$ cat config.mk
export PLATFORM = sky130hd
export DESIGN_NAME = alu_datapath
export DESIGN_NICKNAME = d
export VERILOG_FILES = /design/src/include/alu_pkg.sv /design/src/include/alu_exec_if.sv /design/src/hw/alu_exec.sv /design/src/hw/alu_datapath.sv
export VERILOG_INCLUDE_DIRS = /design/src /design/src/include
export SDC_FILE = /design/constraint.sdc
export NUM_CORES = 1
export LEC_CHECK = 0
export BUFFER_PORTS_ARGS = -buffer_cell sky130_fd_sc_hd__buf_4
export CAP_MARGIN = 20
export CORE_ASPECT_RATIO = 0.7
export CORE_UTILIZATION = 25
export DETAILED_ROUTE_END_ITERATION = 10
export PLACE_DENSITY = 0.51
export SYNTH_ARGS = -nofsm -noshare
export SYNTH_HDL_FRONTEND = slang
export SYNTH_SLANG_ARGS = --single-unit
$ cat constraint.sdc
create_clock -name SYS_CLK_IN -period 15.2 [get_ports SYS_CLK_IN]
set_input_delay 3.8 -clock SYS_CLK_IN [delete_from_list [all_inputs] [get_ports SYS_CLK_IN]]
set_output_delay 3.8 -clock SYS_CLK_IN [all_outputs]
set_load 0.02 [all_outputs]
$ cat src/include/alu_defines.svh
// Constants for the increment, OR and logical shift datapath
`ifndef ALU_DEFINES_SVH
`define ALU_DEFINES_SVH

// ************************************************************
// Widths and depth
// ************************************************************
`define ALU_DATA_W 8
`define ALU_ADDR_W 7
`define ALU_FILE_DEPTH 128

// ************************************************************
// Reset values
// ************************************************************
`define ALU_ACCUM_RST 8'h00
`define ALU_RESULT_RST 8'h00
`define ALU_FLAG_RST 1'b0
`define ALU_PULSE_RST 1'b0

// ************************************************************
// Destination select encoding
// ************************************************************
`define ALU_DEST_ACCUM 1'b0
`define ALU_DEST_FILE 1'b1

// ************************************************************
// Shift fill value and increment step
// ************************************************************
`define ALU_SHIFT_FILL 1'b0
`define ALU_INC_STEP 1'b1

`endif

$ cat src/include/alu_pkg.sv
// Types shared by the datapath control and execution modules
package alu_pkg;

    // Operation codes presented on the operation port
    typedef enum logic [2:0] {
        NO_OP = 3'h0,
        INCREMENT_REGISTER_OP = 3'h1,
        INCREMENT_SKIP_ZERO_OP = 3'h2,
        OR_LITERAL_ACCUM_OP = 3'h3,
        OR_ACCUM_REGISTER_OP = 3'h4,
        SHIFT_LEFT_LOGICAL_OP = 3'h5,
        SHIFT_RIGHT_LOGICAL_OP = 3'h6
    } op_code_e;

    // Sequencer states, one-hot
    typedef enum logic [1:0] {
        ST_EXEC = 2'b01,
        ST_SKIP = 2'b10
    } seq_state_e;

endpackage : alu_pkg

$ cat src/include/alu_exec_if.sv
// Interface between the sequencer and the execution unit
`timescale 1ns/10ps
`default_nettype none

interface alu_exec_if
    import alu_pkg::*;
#(
    parameter int DATA_W = 8
);
    op_code_e op;
    logic dest;
    logic [DATA_W-1:0] operand;
    logic [DATA_W-1:0] accum;
    logic [DATA_W-1:0] literal;
    logic [DATA_W-1:0] result;
    logic wr_accum;
    logic wr_file;
    logic zero_upd;
    logic zero_val;
    logic carry_upd;
    logic carry_val;
    logic skip_req;
    logic illegal;

    // Sequencer side drives operands, reads results
    modport ctrl (
        output op, dest, operand, accum, literal,
        input result, wr_accum, wr_file, zero_upd, zero_val,
        input carry_upd, carry_val, skip_req, illegal
    );

    // Execution unit side
    modport core (
        input op, dest, operand, accum, literal,
        output result, wr_accum, wr_file, zero_upd, zero_val,
        output carry_upd, carry_val, skip_req, illegal
    );
endinterface : alu_exec_if

`default_nettype wire

$ cat src/hw/alu_exec.sv
// Combinational execution unit for the six byte operations
`timescale 1ns/10ps
`default_nettype none
`include "alu_defines.svh"

module alu_exec
    import alu_pkg::*;
#(
    parameter int DATA_W = `ALU_DATA_W
) (
    alu_exec_if.core bus
);

    logic [DATA_W:0] inc_sum;
    logic [DATA_W-1:0] zero_word;

    // ************************************************************
    // Increment, wrapping modulo two to the data width
    // ************************************************************
    assign zero_word = '0;
    assign inc_sum = {1'b0, bus.operand} + {{DATA_W{1'b0}}, `ALU_INC_STEP}; // RQ12

    // ************************************************************
    // Operation select
    // ************************************************************
    // Defaults leave every flag alone and write nothing
    always_comb begin
        bus.result = bus.operand;
        bus.wr_accum = 1'b0;
        bus.wr_file = 1'b0;
        bus.zero_upd = 1'b0;
        bus.carry_upd = 1'b0;
        bus.carry_val = `ALU_FLAG_RST;
        bus.skip_req = 1'b0;
        bus.illegal = 1'b0;
        unique case (bus.op)
            NO_OP: begin
                bus.result = bus.accum;
            end
            INCREMENT_REGISTER_OP: begin
                bus.result = inc_sum[DATA_W-1:0]; // RQ1
                bus.wr_accum = (bus.dest == `ALU_DEST_ACCUM); // RQ1
                bus.wr_file = (bus.dest == `ALU_DEST_FILE); // RQ1
                bus.zero_upd = 1'b1; // RQ2
            end
            INCREMENT_SKIP_ZERO_OP: begin
                // Flags are deliberately untouched here
                bus.result = inc_sum[DATA_W-1:0]; // RQ3
                bus.wr_accum = (bus.dest == `ALU_DEST_ACCUM); // RQ3
                bus.wr_file = (bus.dest == `ALU_DEST_FILE); // RQ3
                bus.skip_req = (inc_sum[DATA_W-1:0] == zero_word); // RQ3
                bus.zero_upd = 1'b0; // RQ4
            end
            OR_LITERAL_ACCUM_OP: begin
                // Destination select does not apply to the literal form
                bus.result = bus.accum | bus.literal; // RQ5
                bus.wr_accum = 1'b1; // RQ5
                bus.zero_upd = 1'b1; // RQ2
            end
            OR_ACCUM_REGISTER_OP: begin
                bus.result = bus.accum | bus.operand; // RQ6
                bus.wr_accum = (bus.dest == `ALU_DEST_ACCUM); // RQ6
                bus.wr_file = (bus.dest == `ALU_DEST_FILE); // RQ6
                bus.zero_upd = 1'b1; // RQ2
            end
            SHIFT_LEFT_LOGICAL_OP: begin
                bus.result = {bus.operand[DATA_W-2:0], `ALU_SHIFT_FILL}; // RQ7
                bus.wr_accum = (bus.dest == `ALU_DEST_ACCUM); // RQ7
                bus.wr_file = (bus.dest == `ALU_DEST_FILE); // RQ7
                bus.carry_upd = 1'b1; // RQ11
                bus.carry_val = bus.operand[DATA_W-1]; // RQ9
                bus.zero_upd = 1'b1; // RQ11
            end
            SHIFT_RIGHT_LOGICAL_OP: begin
                bus.result = {`ALU_SHIFT_FILL, bus.operand[DATA_W-1:1]}; // RQ8
                bus.wr_accum = (bus.dest == `ALU_DEST_ACCUM); // RQ8
                bus.wr_file = (bus.dest == `ALU_DEST_FILE); // RQ8
                bus.carry_upd = 1'b1; // RQ11
                bus.carry_val = bus.operand[0]; // RQ10
                bus.zero_upd = 1'b1; // RQ11
            end
            default: begin
                // Unused code: executes as a no-operation
                bus.result = bus.accum;
                bus.illegal = 1'b1;
            end
        endcase
    end

    // Zero test on whatever result was chosen
    assign bus.zero_val = (bus.result == zero_word); // RQ2 RQ11

endmodule : alu_exec

`default_nettype wire

$ cat src/hw/alu_datapath.sv
// Top of the increment, OR and logical shift datapath with its register file
//
// What this block does
// [RQ1] Increment register; destination bit picks target
// [RQ2] Increment register and OR forms update zero only
// [RQ3] Increment-skip squashes next instruction on zero
// [RQ4] Increment-skip leaves all flags unchanged
// [RQ5] OR eight-bit literal into accumulator
// [RQ6] OR accumulator with register; destination selectable
// [RQ7] Left shift, zero into bit zero
// [RQ8] Right shift, zero into top bit
// [RQ9] Left shift loads carry from top bit
// [RQ10] Right shift loads carry from bit zero
// [RQ11] Shifts update carry and zero flags
// [RQ12] Seven-bit register address; increment wraps
`timescale 1ns/10ps
`default_nettype none
`include "alu_defines.svh"

module alu_datapath
    import alu_pkg::*;
#(
    parameter int DATA_W = `ALU_DATA_W,
    parameter int ADDR_W = `ALU_ADDR_W,
    parameter int FILE_DEPTH = `ALU_FILE_DEPTH
) (
    input wire logic SYS_CLK_IN,
    input wire logic SRST_IN,
    // Operation port
    input wire logic OP_VALID_IN,
    input wire logic [2:0] OP_CODE_IN,
    input wire logic [ADDR_W-1:0] OP_ADDR_IN,
    input wire logic OP_DEST_IN,
    input wire logic [DATA_W-1:0] OP_LITERAL_IN,
    // Side access to the register file
    input wire logic FILE_WR_EN_IN,
    input wire logic [ADDR_W-1:0] FILE_WR_ADDR_IN,
    input wire logic [DATA_W-1:0] FILE_WR_DATA_IN,
    input wire logic [ADDR_W-1:0] FILE_RD_ADDR_IN,
    output logic [DATA_W-1:0] FILE_RD_DATA_OUT,
    // Results and status
    output logic OP_DONE_OUT,
    output logic OP_SQUASHED_OUT,
    output logic OP_ILLEGAL_OUT,
    output logic SKIP_PENDING_OUT,
    output logic FILE_WR_DROPPED_OUT,
    output logic [DATA_W-1:0] RESULT_OUT,
    output logic [DATA_W-1:0] ACCUM_OUT,
    output logic ZERO_FLAG_OUT,
    output logic CARRY_FLAG_OUT
);

    // ************************************************************
    // Storage and state
    // ************************************************************
    // Data registers; not reset, software initialises them
    logic [DATA_W-1:0] file_mem_q [FILE_DEPTH];

    seq_state_e state_q;
    seq_state_e state_d;
    logic [DATA_W-1:0] accum_q;
    logic zero_q;
    logic carry_q;
    logic done_q;
    logic squash_q;
    logic illegal_q;
    logic skip_pend_q;
    logic wr_drop_q;
    logic [DATA_W-1:0] result_q;
    logic [DATA_W-1:0] rd_data_q;

    // Qualified strobes
    logic exec;
    logic squash;
    logic file_wr;
    logic host_wr;
    logic [DATA_W-1:0] operand;

    alu_exec_if #(.DATA_W(DATA_W)) ex_bus ();

    // ************************************************************
    // Operation acceptance
    // ************************************************************
    // An operation offered while a skip is pending is the skipped one
    assign exec = OP_VALID_IN && (state_q == ST_EXEC);
    assign squash = OP_VALID_IN && (state_q == ST_SKIP); // RQ3

    // Register operand read, address covers the whole file
    assign operand = file_mem_q[OP_ADDR_IN]; // RQ12

    // ************************************************************
    // Execution unit
    // ************************************************************
    // Unknown codes are passed through; the unit flags them
    assign ex_bus.op = op_code_e'(OP_CODE_IN);
    assign ex_bus.dest = OP_DEST_IN;
    assign ex_bus.operand = operand;
    assign ex_bus.accum = accum_q;
    assign ex_bus.literal = OP_LITERAL_IN;

    alu_exec #(
        .DATA_W(DATA_W)
    ) u_exec (
        .bus(ex_bus.core)
    );

    // ************************************************************
    // Skip sequencer
    // ************************************************************
    // Next state: a zero result of increment-skip arms the skip,
    // and the next offered operation consumes it as a no-operation
    always_comb begin
        state_d = state_q;
        unique case (state_q)
            ST_EXEC: begin
                if (exec && ex_bus.skip_req) begin
                    state_d = ST_SKIP; // RQ3
                end
            end
            ST_SKIP: begin
                if (OP_VALID_IN) begin
                    state_d = ST_EXEC; // RQ3
                end
            end
            default: begin
                state_d = ST_EXEC;
            end
        endcase
    end

    // State register
    always_ff @(posedge SYS_CLK_IN) begin
        if (SRST_IN) begin
            state_q <= ST_EXEC;
        end else begin
            state_q <= state_d;
        end
    end

    // Skip pending shown from its own flop for a clean output
    always_ff @(posedge SYS_CLK_IN) begin
        if (SRST_IN) begin
            skip_pend_q <= `ALU_PULSE_RST;
        end else begin
            skip_pend_q <= (state_d == ST_SKIP);
        end
    end

    // ************************************************************
    // Accumulator
    // ************************************************************
    // A squashed operation must not touch the accumulator
    always_ff @(posedge SYS_CLK_IN) begin
        if (SRST_IN) begin
            accum_q <= `ALU_ACCUM_RST;
        end else if (exec && ex_bus.wr_accum) begin
            accum_q <= ex_bus.result; // RQ1 RQ5 RQ6
        end
    end

    // ************************************************************
    // Status flags
    // ************************************************************
    // Zero flag: increment-skip never asserts zero_upd
    always_ff @(posedge SYS_CLK_IN) begin
        if (SRST_IN) begin
            zero_q <= `ALU_FLAG_RST;
        end else if (exec && ex_bus.zero_upd) begin
            zero_q <= ex_bus.zero_val; // RQ2 RQ4 RQ11
        end
    end

    // Carry flag: only the two shifts load it
    always_ff @(posedge SYS_CLK_IN) begin
        if (SRST_IN) begin
            carry_q <= `ALU_FLAG_RST;
        end else if (exec && ex_bus.carry_upd) begin
            carry_q <= ex_bus.carry_val; // RQ9 RQ10 RQ11
        end
    end

    // ************************************************************
    // Register file
    // ************************************************************
    // The operation has the write port first; a side write in the
    // same cycle is dropped rather than queued, keeping one port
    assign file_wr = exec && ex_bus.wr_file;
    assign host_wr = FILE_WR_EN_IN && !file_wr;

    always_ff @(posedge SYS_CLK_IN) begin
        if (file_wr) begin
            file_mem_q[OP_ADDR_IN] <= ex_bus.result; // RQ1 RQ6 RQ7 RQ8
        end else if (host_wr) begin
            file_mem_q[FILE_WR_ADDR_IN] <= FILE_WR_DATA_IN;
        end
    end

    // Registered side read; shows the contents before this edge
    always_ff @(posedge SYS_CLK_IN) begin
        if (SRST_IN) begin
            rd_data_q <= `ALU_RESULT_RST;
        end else begin
            rd_data_q <= file_mem_q[FILE_RD_ADDR_IN];
        end
    end

    // Side write lost to an operation write
    always_ff @(posedge SYS_CLK_IN) begin
        if (SRST_IN) begin
            wr_drop_q <= `ALU_PULSE_RST;
        end else begin
            wr_drop_q <= FILE_WR_EN_IN && file_wr;
        end
    end

    // ************************************************************
    // Completion pulses and result
    // ************************************************************
    // Done pulses for executed and squashed operations alike
    always_ff @(posedge SYS_CLK_IN) begin
        if (SRST_IN) begin
            done_q <= `ALU_PULSE_RST;
            squash_q <= `ALU_PULSE_RST;
            illegal_q <= `ALU_PULSE_RST;
        end else begin
            done_q <= exec || squash;
            squash_q <= squash; // RQ3
            illegal_q <= exec && ex_bus.illegal;
        end
    end

    // Result of the last executed operation, whatever its target
    always_ff @(posedge SYS_CLK_IN) begin
        if (SRST_IN) begin
            result_q <= `ALU_RESULT_RST;
        end else if (exec) begin
            result_q <= ex_bus.result;
        end
    end

    // ************************************************************
    // Outputs, all straight from flops
    // ************************************************************
    assign FILE_RD_DATA_OUT = rd_data_q;
    assign OP_DONE_OUT = done_q;
    assign OP_SQUASHED_OUT = squash_q;
    assign OP_ILLEGAL_OUT = illegal_q;
    assign SKIP_PENDING_OUT = skip_pend_q;
    assign FILE_WR_DROPPED_OUT = wr_drop_q;
    assign RESULT_OUT = result_q;
    assign ACCUM_OUT = accum_q;
    assign ZERO_FLAG_OUT = zero_q;
    assign CARRY_FLAG_OUT = carry_q;

endmodule : alu_datapath

`default_nettype wire

# After elaboration in Yosys (flattened, before gate mapping)
# Memory sizes are Yosys's and may differ from the RTL's. A register that Yosys moved wholly into a read port is not among the register bits.
# Index checks and enable logic that the tools add are counted.
[totals]
mem_count = 1
ramBits = 1024
wordCells = 64
input_bits = 45
register_bits = 25
out_inout_bits = 31
[mem_list]
columns = ["name", "words", "width", "rd", "rd_clocked_by_memory_dff", "write_ports", "line_no", "source"]
rows = [
  ["file_mem_q", 128, 8, 2, 1, 1, "alu_datapath.sv:57", "logic [DATA_W-1:0] file_mem_q [FILE_DEPTH];"],
]
[classes]
n_eq_ne = 9
bitwise = 3
n_reduce_logical = 21
n_mux = 19
add_sub_neg = 1
[op_table]
columns = ["op", "count"]
rows = [
  ["case mux 8 bit (5 select lines)", 1],
  ["logical NOT 8 bit", 2],
  ["OR 8 bit", 2],
  ["two-way mux 1 bit", 11],
  ["logical AND 1 bit", 10],
  ["OR reduction 5 bit", 2],
  ["equality test 3 bit (second input constant)", 3],
  ["adder 8 x 1 -> 8 bit (second input constant)", 1],
  ["two-way mux 8 bit", 1],
  ["OR reduction 8 bit", 1],
  ["two-way mux 7 bit", 1],
  ["OR reduction 7 bit", 1],
  ["equality test 3 x 2 -> 1 bit (second input constant)", 2],
  ["equality test 2 bit (second input constant)", 2],
  ["two-way mux 2 bit", 2],
  ["case mux 1 bit (2 select lines)", 2],
  ["case mux 2 bit (2 select lines)", 1],
  ["OR reduction 2 bit", 2],
  ["equality test 3 x 1 -> 1 bit (second input constant)", 1],
  ["logical NOT 3 bit", 1],
  ["equality test 2 x 1 -> 1 bit (second input constant)", 1],
  ["logical NOT 1 bit", 1],
  ["logical OR 1 bit", 1],
  ["NOT 1 bit", 1],
]

# Longest topological paths before layout
[depth]
depth_word = 11
depth_mapped = 21
depth_no_buf = 15

# Hierarchy
# Synthesis repeated with hierarchy kept, for this count alone.
[hier_totals]
hier_cells = 2858
area_unflattened_um2 = 50413.4
[by_module_without_submodules]
columns = ["mod", "cells_per_inst", "seq_area_each_um2", "area_per_inst_um2", "n_inst"]
rows = [
  ["alu_datapath", 2728, 31410.1, 49660.1, 1],
  ["alu_exec", 130, 0.0, 753.2, 1],
]

# Least setup slack after synthesis
# No wires, ideal clock.
[synth_timing]
kind = "input port to flip-flop"
from = "in OP_ADDR_IN[0]"
to = "mem file_mem_q[0][1] (data pin)"
required_ns = 14.308
path_stages = 19
t_arrival_ns = 10.019
setup_slack_ns = 4.289
path_buffers = 6
setup_ns = 0.892
path_cell_list = "buf_6 > buf_12 > buf_12 > buf_12 > buf_12 > nor2_1 > buf_2 > a22oi_1 > a21oi_1 > nor2_1 > a32oi_1 > nand2_1 > ha_1 > mux2_2 > a22oi_1 > o21ai_0 > a31oi_1 > o31a_1 > a21oi_1"
[synth_via]
elab_chain_len = 4
[synth_lines]
columns = ["element", "line_no", "source"]
rows = [
  ["start: declaration", "alu_datapath.sv:32", "input wire logic [ADDR_W-1:0] OP_ADDR_IN,"],
  ["memory (128 x 8 bit) (*)", "-", ""],
  ["adder 8 x 1 -> 8 bit / OR 8 bit (equally long branches)", "alu_exec.sv:21, alu_exec.sv:61", ""],
  ["case mux 8 bit (5 select lines) (*)", "alu_exec.sv:36", "unique case (bus.op)"],
  ["two-way mux 8 bit (no source line) (*)", "-", ""],
  ["end: declaration", "alu_datapath.sv:57", ""],
]
# Every way passes the cells marked *; elsewhere a longest branch is shown, timed or not.

# Final worst setup path
[layout_timing]
from = "in OP_ADDR_IN[0]"
to = "mem file_mem_q[96][5] (data pin)"
# The elaborated chain is that of the path after synthesis.

==> impl_metrics.py <==
metrics = {
    "run_status": {
        "outcome": "finished clean",
    },
    "pwr": {
        "clkPwrFrac": 0.391,
        "pwr-share-comb": 0.108,
        "ir_drop_uv": 92.2,
        "seqPwrFrac": 0.501,
        "swShare": 0.246,
        "internal-power_mw": 4.99,
        "p_sw_mw": 1.63,
        "p_leak_nw": 18.1,
        "power_mw": 6.61,
        "p_per_area_mw_per_mm2": 114,
    },
    "timing": {
        "slew_viol_final": 0,
        "finalSetupTns_ps": 0,
        "max_slew.worst_pin.slew_ps": 1170,
        "layout_min_cycle_time_ps": 9850,
        "slew_headroom": 0.222,
        "fmax_mhz": 101,
        "setup_violations": 0,
        "hold_slack_ps": 463,
        "min_period_over_period": 0.648,
        "skew_ps": 36.0,
        "setup_slack_ps": 5350,
        "rsz0062_at_grt": "no",
        "finalHoldViolations": 0,
    },
    "min_path": {
        "holdPathStages": 2,
        "min-delay-path-class": "reg -> reg",
    },
    "die": {
        "core_area_mm2": 0.200,
        "num_rows": 137,
        "die_w_um": 539,
        "ios": 76,
        "dieArea_mm2": 0.203,
        "die_h_um": 378,
        "initial_utilization": 0.252,
    },
    "route": {
        "first_pass_iters": 5,
        "ant_nets": 0,
        "num_vias": 29200,
        "dr.first_iter.drc_count": 3707,
        "drcViolationCount": 0,
        "wl_per_cell_um": 30.2,
        "routed_wl_mm": 167,
        "via_per_inst": 5.30,
    },
    "logic_synthesis": {
        "synth_common_cells": "1024 x edfxtp_1, 547 x mux4_2, 193 x nor2_1",
        "yosys_most_used_dff": "edfxtp_1",
        "ys_seq_elements": 1057,
        "syn-mean-instance-area_um2": 19.1,
        "async_flop_share": 0,
        "synth-edff-count": 1024,
        "synth_area_leaders": "edfxtp_1 61%, mux4_2 24%, mux2i_1 2.9%, nor2_1 1.4%, dfxtp_1 1.3%",
        "synth_largest_area_cell": "edfxtp_1",
        "syn-num-nets": 2693,
        "ys_types": 78,
        "syn-cell-area_mm2": 0.0504,
        "postSynthCellCount": 2645,
        "synth_top_area_frac": 0.610,
        "yosysMostFrequentCell": "edfxtp_1",
        "seq_area_frac_synth": 0.623,
        "yosys_warnings": 0,
    },
    "clock_network": {
        "cts-resized-gates": 0,
        "cts_tree": "done",
        "post_cts_buffers": 0,
        "h-tree-depth": 3,
        "clk_latency_ps": 720,
        "hold_buffers": 0,
        "cts_buffer_depth": 3,
        "numCtsBuffers": 102,
        "cts-root-buf": "clkbuf_16",
        "clkTransAtPathRegs_ps": 60,
        "clock_sinks": 1057,
    },
    "final_layout": {
        "nets": 2837,
        "area_growth_pct": 15.0,
        "finish.utilization": 0.290,
        "drive_gt1_frac": 0.340,
    },
    "global_routing": {
        "grt-ovfl-total": 0,
        "grt_start_max_net_pins": 121,
        "grt_most_used_layer": "met1",
        "grtUsageMet2": 0.224,
        "grt_antenna_before_repair": 5,
        "grt_first_pass_wirelength_mm": 234,
        "gr-usage-met3": 0.0458,
        "grt_usage": 0.162,
        "grt_pass1_vias": 28700,
        "grt_use_met1": 0.247,
    },
    "placement": {
        "pre_cts_slack_ps": 4680,
        "hpwl_mm": 111,
        "io_buffers": 75,
        "gp_congestion": 0.870,
    },
    "critical_path": {
        "crit_required_ps": 15590,
        "setup.worst_path.end_class": "register",
        "cp_max_fo": 97,
        "slowest_delay_ps": 720,
        "cp.arrival_ps": 10240,
        "crit_type": "in -> reg",
        "cp_slowest_cell": "mux4_4",
        "cp-start-kind": "primary input",
        "reg2reg_depth": 14,
        "crit_chain": "buf_8 -> buf_4 -> buf_12 -> mux4_4 -> mux4_2 -> mux4_2 -> mux2i_4 -> nor2b_1 -> nand4_1 -> xnor2_1 -> o22ai_1 -> nand2_1 -> nand2_4 -> buf_4",
    },
    "job": {
        "maxCapViolCount": 0,
    },
}
-- worst max-delay path, delay by kind of cell --
| family | cells | cell delay [ps] |
|---|---|---|
| compound gates | 1 | 290 |
| simple gates | 4 | 920 |
| buf+inv | 4 | 2250 |
| mux | 4 | 2270 |
| xor+xnor | 1 | 90 |
-- layout by cell type (no fill, tap or decap), types with 5 or more instances in the layout --
| cell type | count |
|---|---|
| o21ai_0 | 22 |
| clkinv_2 | 12 |
| mux4_2 | 547 |
| and3_1 | 7 |
| edfxtp_1 | 1024 |
| mux2i_1 | 146 |
| nand2b_1 | 15 |
| a41oi_1 | 5 |
| clkbuf_16 | 103 |
| nor4_1 | 6 |
| nor2b_1 | 16 |
| o31a_1 | 5 |
| a22oi_1 | 53 |
| nand3b_1 | 8 |
| clkbuf_1 | 18 |
| nand3_1 | 22 |
| and2_1 | 11 |
| clkinv_1 | 21 |
| buf_6 | 16 |
| nand4_1 | 5 |
| a211oi_1 | 22 |
| o22ai_1 | 7 |
| clkinvlp_4 | 5 |
| dfxtp_1 | 33 |
| a21oi_1 | 34 |
| nand2_4 | 5 |
| nand2_1 | 100 |
| nor3_1 | 13 |
| bufinv_16 | 11 |
| inv_1 | 17 |
| a31oi_1 | 17 |
| mux4_1 | 9 |
| mux2_2 | 9 |
| mux4_4 | 6 |
| buf_8 | 5 |
| nor2_1 | 193 |
| o211ai_1 | 5 |
| buf_4 | 217 |
-- logic make-up after synthesis --
kind of cell	synth area share
DFF	0.623
muxes	0.284
and+or+nand+nor	0.0382
buffers and inverters	0.0231
AOI/OAI and AO/OA	0.0300
xor gates and xnor gates	0.000869
adders and majority gates	0.000745
-- worst paths after layout --
check	end	slack, ps	start
setup reg to reg	file_mem_q[20][1]$_DFFE_PP_	9830	file_mem_q[55][0]$_DFFE_PP_
hold / removal	RESULT_OUT[4]$_SDFFE_PP0P_	460	RESULT_OUT[4]$_SDFFE_PP0P_
setup / recovery	file_mem_q[96][5]$_DFFE_PP_	5350	OP_ADDR_IN[0]
hold reg to reg	RESULT_OUT[4]$_SDFFE_PP0P_	460	RESULT_OUT[4]$_SDFFE_PP0P_
-- flip-flops by register name, indices dropped and copies added (netlist names) --
register,count
state_q,2
OP_SQUASHED_OUT,1
FILE_RD_DATA_OUT,8
ZERO_FLAG_OUT,1
RESULT_OUT,8
SKIP_PENDING_OUT,1
OP_ILLEGAL_OUT,1
file_mem_q,1024
OP_DONE_OUT,1
ACCUM_OUT,8
FILE_WR_DROPPED_OUT,1
CARRY_FLAG_OUT,1
-- cell type report --
type / count / area (um2)
antenna: 4 / 10.0
clock buffer: 123 / 2670
clock inverter: 58 / 602
fill: 19500 / 142000
inverter: 20 / 75.1
multi-input combinational: 1365 / 17900
sequential: 1057 / 31400
tap: 2641 / 3300
timing repair buffer: 243 / 1970
-- through the flow --
stage | instances | area (um2)
final | 5511 | 58000
after global routing | 5508 | 58000
after CTS | 5488 | 57800
after detailed placement | 5307 | 54500
after global placement | 5280 | 54300
after floorplan | 2645 | 50400
-- power by group through the flow --
stage / sequential (mW) / clock (mW) / combinational, mW
6_report: 3.31 / 2.58 / 0.715
5_1_grt: 3.32 / 2.73 / 0.754
4_1_cts: 3.31 / 2.62 / 0.715
3_5_place_dp: 3.38 / 0 / 0.714
3_3_place_gp: 3.38 / 0 / 0.712
2_1_floorplan: 3.40 / 0 / 0.428
-- layer usage --
layer | share of wire | wire (um)
met1 | 0.46 | 76300
met2 | 0.42 | 69100
met3 | 0.10 | 17400
met4 | 0.022 | 3680
met5 | 0 | 0
No activity file was read; power rests on OpenSTA's default activity.
